<file path="src/pkg/sfb_pkg.sv">
package sfb_pkg;

  // instruction word layout
  localparam int          INSTR_W         = 16;
  localparam int          OPC_MSB         = 15;
  localparam int          OPC_LSB         = 10;
  localparam logic [5:0]  OPC_SUB_BORROW  = 6'h15;
  localparam int          DEST_BIT        = 9;
  localparam int          BANK_BIT        = 8;
  localparam int          FADDR_MSB       = 7;
  localparam int          FADDR_LSB       = 0;

  // data memory addressing
  localparam int          ADDR_W          = 12;
  localparam int          BANK_SEL_W      = 4;
  localparam logic [7:0]  ACCESS_SPLIT    = 8'h60;
  localparam logic [7:0]  INDEX_LIMIT     = 8'h5F;
  localparam logic [3:0]  ACCESS_LO_BANK  = 4'h0;
  localparam logic [3:0]  ACCESS_HI_BANK  = 4'hF;

  // reset values
  localparam logic [7:0]  ACC_RST         = 8'h00;
  localparam logic [4:0]  FLAGS_RST       = 5'h00;

  // flag positions within the packed status word {n, ov, z, dc, c}
  localparam int          FLAG_C          = 0;
  localparam int          FLAG_DC         = 1;
  localparam int          FLAG_Z          = 2;
  localparam int          FLAG_OV         = 3;
  localparam int          FLAG_N          = 4;

  // instruction cycle phases, one-hot
  typedef enum logic [4:0] {
    ST_IDLE = 5'b00001,
    ST_Q1   = 5'b00010,
    ST_Q2   = 5'b00100,
    ST_Q3   = 5'b01000,
    ST_Q4   = 5'b10000
  } sfb_state_t;

  // whole state of the sequencer
  typedef struct packed {
    sfb_state_t        state;
    logic [15:0]       instr;
    logic              ext_mode;
    logic [3:0]        bank_sel;
    logic [11:0]       index_base;
    logic [11:0]       addr;
    logic [7:0]        result;
    logic [4:0]        new_flags;
    logic [7:0]        acc;
    logic [4:0]        flags;
  } sfb_core_t;

endpackage

</file>
<file path="src/rtl/sfb_subtract_file_from_acc_borrow.sv">
`timescale 1ns/1ps
// Summary of operation
// - W minus file minus inverted carry
// - destination bit 0 writes W only
// - destination bit 1 writes file only
// - bank bit 0 uses access bank
// - bank bit 1 uses bank select
// - extended, access, f<=95: indexed offset
// - update N OV C DC Z flags
// - one word, four phases Q1-Q4
// - carry set subtracts only the file
module sfb_subtract_file_from_acc_borrow (
  // clock, reset, enable
  input  wire logic        core_clk,
  input  wire logic        sys_rst,
  input  wire logic        clk_en,
  // instruction issue
  input  wire logic        instr_valid,
  output logic             instr_ready,
  input  wire logic [15:0] instr_word,
  output logic             unknown_op,
  output logic             done,
  // core context sampled with the instruction
  input  wire logic        ext_set_en,
  input  wire logic [3:0]  bank_select_register,
  input  wire logic [11:0] index_base,
  // preset of working register and flags
  input  wire logic        acc_load_en,
  input  wire logic [7:0]  acc_load_data,
  input  wire logic        flags_load_en,
  input  wire logic [4:0]  flags_load_data,
  // data memory port, read data one cycle after mem_rd_en
  output logic [11:0]      mem_addr,
  output logic             mem_rd_en,
  input  wire logic [7:0]  mem_rdata,
  output logic             mem_wr_en,
  output logic [7:0]       mem_wdata,
  // architectural state
  output logic [7:0]       acc_out,
  output logic             flag_n,
  output logic             flag_ov,
  output logic             flag_z,
  output logic             flag_dc,
  output logic             flag_c
);

  // the whole block state is one packed word: one process computes it, one registers it
  // timing: take, Q1, Q2, Q3, Q4, then idle; the next offer is taken one cycle after Q4
  sfb_pkg::sfb_core_t cur_ff;     // registered state
  sfb_pkg::sfb_core_t nxt_cur;    // next state
  logic [7:0]         alu_result; // subtractor result
  logic [4:0]         alu_flags;  // subtractor flags
  logic               opc_hit;    // incoming word is this instruction
  logic               in_idle;    // sequencer waiting
  // phase flags, decoded once and shared by the strobes
  logic               in_q2;      // read phase
  logic               in_q4;      // write-back phase
  // fields of the word in flight; held in the state so a new offer cannot disturb them
  logic               dest_file;  // d bit: result goes back to the file
  logic               banked;     // a bit: bank select picks the bank
  logic [7:0]         file_addr;  // f field: 8-bit file address

  // opcode match on the upper six bits
  function automatic logic is_sub_borrow(input logic [15:0] word);
    is_sub_borrow = (word[sfb_pkg::OPC_MSB:sfb_pkg::OPC_LSB] == sfb_pkg::OPC_SUB_BORROW);
  endfunction

  // phase test, shared by the idle view and every strobe
  // one-hot codes make this a single-bit test after synthesis
  function automatic logic in_phase(input sfb_pkg::sfb_state_t cur,
                                    input sfb_pkg::sfb_state_t want);
    in_phase = (cur == want);
  endfunction

  // file address resolution from a, f and the sampled core context
  function automatic logic [11:0] resolve_addr(
    input logic        bank_bit,
    input logic [7:0]  faddr,
    input logic        ext_mode,
    input logic [3:0]  bank_sel,
    input logic [11:0] base
  );
    logic [11:0] addr;
    addr = 12'h000;
    // priority: banked first, then the indexed window, then the two access halves
    if (bank_bit) begin
      // banked form ignores the extended set entirely
      addr = {bank_sel, faddr};
    end else if (ext_mode && (faddr <= sfb_pkg::INDEX_LIMIT)) begin
      // offset wraps inside the data space on purpose; a plain adder, no saturation
      addr = base + {4'h0, faddr};
    end else if (faddr < sfb_pkg::ACCESS_SPLIT) begin
      // low half of the access bank
      addr = {sfb_pkg::ACCESS_LO_BANK, faddr};
    end else begin
      // high half of the access bank, where the special registers sit
      addr = {sfb_pkg::ACCESS_HI_BANK, faddr};
    end
    // the result is the address that Q1 registers
    resolve_addr = addr;
  endfunction

  // flag-computing subtractor; operand comes straight from memory in Q3
  // kept combinational: its settling fits inside one Q3 cycle, so no extra flop
  sfb_sub_alu u_alu (
    .acc      (cur_ff.acc),
    .operand  (mem_rdata),
    .carry_in (cur_ff.flags[sfb_pkg::FLAG_C]),
    .result   (alu_result),
    .flags    (alu_flags)
  );

  // decode of the offered word, of the current phase and of the word in flight
  assign opc_hit   = is_sub_borrow(instr_word);
  assign in_idle   = in_phase(cur_ff.state, sfb_pkg::ST_IDLE);
  assign in_q2     = in_phase(cur_ff.state, sfb_pkg::ST_Q2);
  assign in_q4     = in_phase(cur_ff.state, sfb_pkg::ST_Q4);
  assign dest_file = cur_ff.instr[sfb_pkg::DEST_BIT];
  assign banked    = cur_ff.instr[sfb_pkg::BANK_BIT];
  assign file_addr = cur_ff.instr[sfb_pkg::FADDR_MSB:sfb_pkg::FADDR_LSB];

  // next-state logic for the whole block
  always_comb begin
    // default: every field holds
    nxt_cur = cur_ff;
    case (cur_ff.state)
      sfb_pkg::ST_IDLE: begin
        // a word is taken only when it is this instruction
        // a foreign opcode is refused here and leaves no trace in the state
        if (instr_valid && opc_hit) begin
          // context latched with the word, not in Q1, so it cannot shift mid-instruction
          nxt_cur.instr      = instr_word;
          nxt_cur.ext_mode   = ext_set_en;
          nxt_cur.bank_sel   = bank_select_register;
          nxt_cur.index_base = index_base;
          nxt_cur.state      = sfb_pkg::ST_Q1;
        end
        // presets only while idle so an instruction in flight sees stable values
        // a preset in the same cycle as a take still lands before Q3 uses it
        if (acc_load_en) begin
          nxt_cur.acc = acc_load_data;
        end
        if (flags_load_en) begin
          nxt_cur.flags = flags_load_data;
        end
      end
      sfb_pkg::ST_Q1: begin
        // decode: resolve the operand address
        // registered so mem_addr is glitch free from Q2 on
        nxt_cur.addr  = resolve_addr(banked, file_addr,
                                     cur_ff.ext_mode, cur_ff.bank_sel,
                                     cur_ff.index_base);
        nxt_cur.state = sfb_pkg::ST_Q2;
      end
      sfb_pkg::ST_Q2: begin
        // read strobe is out this phase
        // the memory answers one cycle after the strobe, so nothing to compute
        nxt_cur.state = sfb_pkg::ST_Q3;
      end
      sfb_pkg::ST_Q3: begin
        // process: capture result and flags
        // the operand is on the memory port only in this phase
        // result and flags are held until Q4 writes them together
        nxt_cur.result    = alu_result;
        nxt_cur.new_flags = alu_flags;
        nxt_cur.state     = sfb_pkg::ST_Q4;
      end
      sfb_pkg::ST_Q4: begin
        // write destination and status together
        // flags follow the result for both destinations
        if (!dest_file) begin
          nxt_cur.acc = cur_ff.result;
        end
        nxt_cur.flags = cur_ff.new_flags;
        nxt_cur.state = sfb_pkg::ST_IDLE;
      end
      default: begin
        // illegal code: return to idle
        // unreachable with one-hot codes unless a flop is upset
        nxt_cur.state = sfb_pkg::ST_IDLE;
      end
    endcase
  end

  // single state register; clk_en freezes everything
  always_ff @(posedge core_clk) begin
    if (sys_rst) begin
      // cleared wholesale first, then fields with named reset values
      cur_ff            <= '0;
      cur_ff.state      <= sfb_pkg::ST_IDLE;
      cur_ff.acc        <= sfb_pkg::ACC_RST;
      cur_ff.flags      <= sfb_pkg::FLAGS_RST;
    end else if (clk_en) begin
      // a low enable holds every field, the phase included
      cur_ff <= nxt_cur;
    end
  end

  // handshake outputs, combinational and gated by the enable
  // gating keeps a frozen cycle from repeating a read or a write
  // instr_ready stays ungated: it only reports the phase, and nothing is taken while frozen
  assign instr_ready = in_idle;
  assign unknown_op  = clk_en && in_idle && instr_valid && !opc_hit;
  assign done        = clk_en && in_q4;
  assign mem_rd_en   = clk_en && in_q2;
  // file written only for destination 1
  assign mem_wr_en   = clk_en && in_q4 && dest_file;

  // data outputs straight from flops
  // acc and flags change only at the edge that ends Q4, or at a preset taken while idle
  // mem_addr holds from Q2 until the next instruction resolves a new one
  assign mem_addr  = cur_ff.addr;
  assign mem_wdata = cur_ff.result;
  assign acc_out   = cur_ff.acc;
  // flag ports are slices of the one status word
  assign flag_n    = cur_ff.flags[sfb_pkg::FLAG_N];
  assign flag_ov   = cur_ff.flags[sfb_pkg::FLAG_OV];
  assign flag_z    = cur_ff.flags[sfb_pkg::FLAG_Z];
  assign flag_dc   = cur_ff.flags[sfb_pkg::FLAG_DC];
  assign flag_c    = cur_ff.flags[sfb_pkg::FLAG_C];

endmodule // sfb_subtract_file_from_acc_borrow

</file>
<file path="src/rtl/sfb_sub_alu.sv">
`timescale 1ns/1ps
// borrow subtractor: acc - operand - !carry, with status flags
module sfb_sub_alu (
  // operands
  input  wire logic [7:0] acc,
  input  wire logic [7:0] operand,
  input  wire logic       carry_in,
  // result
  output logic [7:0]      result,
  output logic [4:0]      flags
);

  logic [8:0] full_sum;   // two's complement sum with carry out
  logic [4:0] nib_sum;    // low nibble sum, bit 4 is the digit carry

  // subtraction done as acc + ~operand + carry; carry clear means a borrow
  always_comb begin
    full_sum = {1'b0, acc} + {1'b0, ~operand} + {8'h00, carry_in};
    nib_sum  = {1'b0, acc[3:0]} + {1'b0, ~operand[3:0]} + {4'h0, carry_in};
    result   = full_sum[7:0];
    // carry set means no borrow, so a set carry on entry subtracts nothing extra
    flags[sfb_pkg::FLAG_C]  = full_sum[8];
    flags[sfb_pkg::FLAG_DC] = nib_sum[4];
    flags[sfb_pkg::FLAG_Z]  = (full_sum[7:0] == 8'h00);
    // signed overflow: operands differ in sign and result sign differs from acc
    flags[sfb_pkg::FLAG_OV] = (acc[7] != operand[7]) && (full_sum[7] != acc[7]);
    flags[sfb_pkg::FLAG_N]  = full_sum[7];
  end

endmodule // sfb_sub_alu

</file>
<file path="config.mk">
export PLATFORM = sky130hd
export DESIGN_NAME = sfb_subtract_file_from_acc_borrow
export DESIGN_NICKNAME = d
export VERILOG_FILES = /design/src/pkg/sfb_pkg.sv /design/src/rtl/sfb_subtract_file_from_acc_borrow.sv /design/src/rtl/sfb_sub_alu.sv
export SDC_FILE = /design/constraint.sdc
export NUM_CORES = 1
export LEC_CHECK = 0
export ABC_AREA = 1
export BUFFER_PORTS_ARGS = -buffer_cell sky130_fd_sc_hd__buf_2
export CORE_ASPECT_RATIO = 0.75
export CORE_MARGIN = 3
export CORE_UTILIZATION = 31
export DETAILED_ROUTE_END_ITERATION = 16
export PLACE_DENSITY = 0.62
export SLEW_MARGIN = 40
export SYNTH_ARGS = -nofsm -noshare
export SYNTH_HDL_FRONTEND = slang
export SYNTH_SLANG_ARGS = --single-unit
</file>
<file path="constraint.sdc">
create_clock -name core_clk -period 1.84 [get_ports core_clk]
set_input_delay 0.184 -clock core_clk [delete_from_list [all_inputs] [get_ports core_clk]]
set_output_delay 0.184 -clock core_clk [all_outputs]
set_load 0.01 [all_outputs]
</file>
==> summary.txt <==
YS warnings = 0
initial DRC count = 200
die height = 105 um
final worst-path cycle share = 96.9%
CP top delay family = adder cells
slowest CP cell = fa_2
initial antenna violation count = 0
Synth Instances = 583
H-tree level count = 3
Logic pwr share = 10.8%
Yosys reg bits = 69
Max Fclk = 561 MHz
crit path launch = flag_c
Final setup viols = 0
switch share = 23.9%
leak pwr = 2.53 nW
Longest Clk Path Bufs = 2
worst reg2reg path startpoint = flag_c
Max-cap violations = 0
vias in the first global route = 3582
RSZ-0062 raised after global routing = yes
clock sink count = 69
Avg Cell Area, Syn = 6.97 um^2
Crit path depth = 11
Final min period = 1.78 ns
DPL Wire Length = 8630 um
layout cells sized above 1 = 26.8%
Synth cell types = 40
wire length per cell = 13.7 um
Critical Path End Type = flip-flop
most frequent cell after synthesis = nand2_1
Worst Tran Pin Value = 0.394 ns
post-synthesis async set-or-reset flop share = 0%
gpl congestion = 0.905
sequential area share after synthesis = 34.0%
status = completed
die area = 14500 um^2
Nets = 744
maximum VDD drop = 433 uV
Worst setup SP type = flip-flop
crit-path max cell delay = 0.37 ns
EDFF count, synth = 0
clk slew on worst S/H paths = 0.06 ns
number of remaining DRC errors = 0
Initial Util = 32.4%
final hold violations = 0
flop-to-flop setup slack = 0.06 ns
final wirelength = 11500 um
total gr overflow = 0
Layout area overhead = 24.3%
dominant synthesized flop cell = dfxtp_1
Die W = 138 um
Clk network pwr share = 50.6%
first-pass GRT wire length = 18400 um
synth cell count leaders = 108 x nand2_1, 69 x dfxtp_1, 67 x inv_1, 63 x nor2_1, 49 x o21ai_0
hold path depth = 3
drt pass-1 iters = 6
CP required = 2.11 ns
TritonCTS clock tree = done
site row count = 35
Power per Cell Area = 791 nW/um^2
Int Power = 3.04 mW
post-synth top area share = 34.0%
Worst Skew = 0.00480 ns
Yosys top cell by area = dfxtp_1
Total GRT Usage = 15.7%
total CTS buffers = 9
pin count of the biggest net entering global routing = 30
RR Endpoint = cur_ff[15]
Slew Viols, Final = 0
WP buf/inv = 2
worst-path fanout max = 2
worst path cell trace = fa_2, inv_2, fa_2, inv_2, nand3_2, nand2_2, xnor2_2, nand3_1, nor2_1, nand3_1, a21oi_1
Power Total = 3.99 mW
Clock Latency Late Sink = 0.33 ns
Psw = 0.955 mW
CP Class = reg -> reg
antenna cell count = 0
drt via density = 4.66
IO Pins = 98
via count = 3900
Final Cell Area = 5050 um^2
max_slew headroom = 73.7%
cell area after placement = 4620 um^2
Core Area = 12500 um^2
Worst Reg-to-Reg Cells = 11
clock tree root buffer cell = clkbuf_16
count of input and output buffers = 97
Synth Net Count = 661
area of the mapped netlist = 4060 um^2
Synth area leaders = dfxtp_1 34%, nand2_1 10%, inv_1 6.2%
Tightest Hold Check Type = in -> reg
Seq pwr share = 38.6%
WP data arrival = 2.05 ns
Antenna Nets Post-Route = 0
end of the critical path = cur_ff[15]
-- layout by cell type (no fill, tap or decap), types with 2 or more instances in the layout --
| master | synthesis | final |
|---|---|---|
| inv_1 | 67 | 65 |
| nand3_2 | 3 | 5 |
| a21oi_2 | 0 | 4 |
| nor2_1 | 63 | 63 |
| or2_2 | 4 | 4 |
| nor2_2 | 3 | 3 |
| clkbuf_16 | 0 | 9 |
| buf_2 | 5 | 97 |
| o21ai_1 | 15 | 15 |
| nand2_1 | 108 | 105 |
| o21ai_0 | 49 | 49 |
| nand2_2 | 1 | 4 |
| nor2_8 | 2 | 2 |
| nand3_1 | 23 | 21 |
| ha_1 | 15 | 12 |
| a31oi_1 | 11 | 11 |
| inv_2 | 3 | 5 |
| a21oi_1 | 38 | 34 |
| buf_4 | 28 | 19 |
| nor2_4 | 3 | 3 |
| dfxtp_1 | 69 | 65 |
| ha_2 | 0 | 2 |
| bufinv_16 | 0 | 3 |
| o211a_1 | 2 | 2 |
| clkinvlp_4 | 0 | 2 |
| clkinv_4 | 1 | 2 |
| nand4_1 | 10 | 10 |
| o211ai_1 | 3 | 3 |
| nor3_1 | 27 | 27 |
| xnor2_1 | 3 | 2 |
| fa_2 | 0 | 3 |
| buf_12 | 0 | 2 |
| dfxtp_2 | 0 | 4 |
| a211oi_1 | 2 | 2 |
-- power by group through the flow --
stage / clock, mW / combinational (mW) / sequential [mW]
after CTS: 2.08 / 0.416 / 1.54
after global routing: 2.12 / 0.480 / 1.54
after floorplan: 0 / 0.236 / 1.57
after global placement: 0 / 0.397 / 1.57
final: 2.02 / 0.431 / 1.54
after detailed placement: 0 / 0.398 / 1.57
-- layout make-up --
type / count / area [um^2]
fill: 1351 / 7480
multi-input combinational: 395 / 2160
sequential: 69 / 1390
timing repair buffer: 118 / 668
inverter: 73 / 282
clock buffer: 9 / 225
tap: 166 / 208
clock inverter: 7 / 123
-- cells by family (layout without fill, tap and decap cells) --
family	after synthesis	in the layout	share of synthesized area (%)
buffers and inverters	119	207	14.5
and+or+nand+nor	251	251	28.5
AOI/OAI and AO/OA	122	122	16.1
DFF	69	69	34.0
xor gates and xnor gates	4	4	0.863
adders and majority gates	18	18	6.10
-- state kept, by name, summed over array words and instances (netlist names) --
register   flops
flag_dc        1
flag_n         1
flag_z         1
flag_c         1
cur_ff        35
flag_ov        1
mem_addr      12
mem_wdata      8
banked         1
acc_out        8
-- worst register-to-register path, cell delays in order (launching register included) --
cell and delay, ns:
dfxtp_2 0.33, fa_2 0.37, inv_2 0.07, fa_2 0.21
inv_2 0.05, nand3_2 0.06, nand2_2 0.07, xnor2_2 0.17
nand3_1 0.09, nor2_1 0.11, nand3_1 0.08, a21oi_1 0.11
-- metal layers --
layer	GRT usage, %	wire length [um]	vias up
met5	0	0	-
met3	4.35	812	14
li1	-	-	2058
met1	24.8	6240	1706
met2	19.8	4230	122
met4	5.15	167	0
-- worst min path at each step --
stage / end / from
floorplan: mem_wdata[0] / sys_rst
global placement: cur_ff[54] / ext_set_en
detailed placement: banked / instr_word[8]
CTS: cur_ff[47] / index_base[9]
global route: cur_ff[53] / bank_select_register[3]
finish: cur_ff[47] / index_base[9]
-- per-stage QoR --
stage | setup TNS, ns | util (%) | hold slack (ns) | instances | worst slack, ns
floorplan | 0 | - | 0.262 | 583 | 0.0562
global placement | -0.000765 | 36.9 | 0.417 | 820 | -0.000765
detailed placement | -0.0808 | 36.9 | 0.420 | 820 | -0.0808
CTS | 0 | 39.9 | 0.0665 | 837 | 0.00306
global route | -0.0609 | 40.3 | 0.0837 | 837 | -0.0609
finish | 0 | 40.3 | 0.0768 | 837 | 0.0570
-- repair_timing --
| item | 4_1_cts | 5_1_grt |
|---|---|---|
| endpoints found under the setup margin | 1 | 10 |
| pin swaps | 2 | 6 |
| gates resized for setup | 7 | 16 |
| hold buffers | 0 | 0 |
| buffers inserted | 1 | 0 |
(Power assumes the default switching activity.)
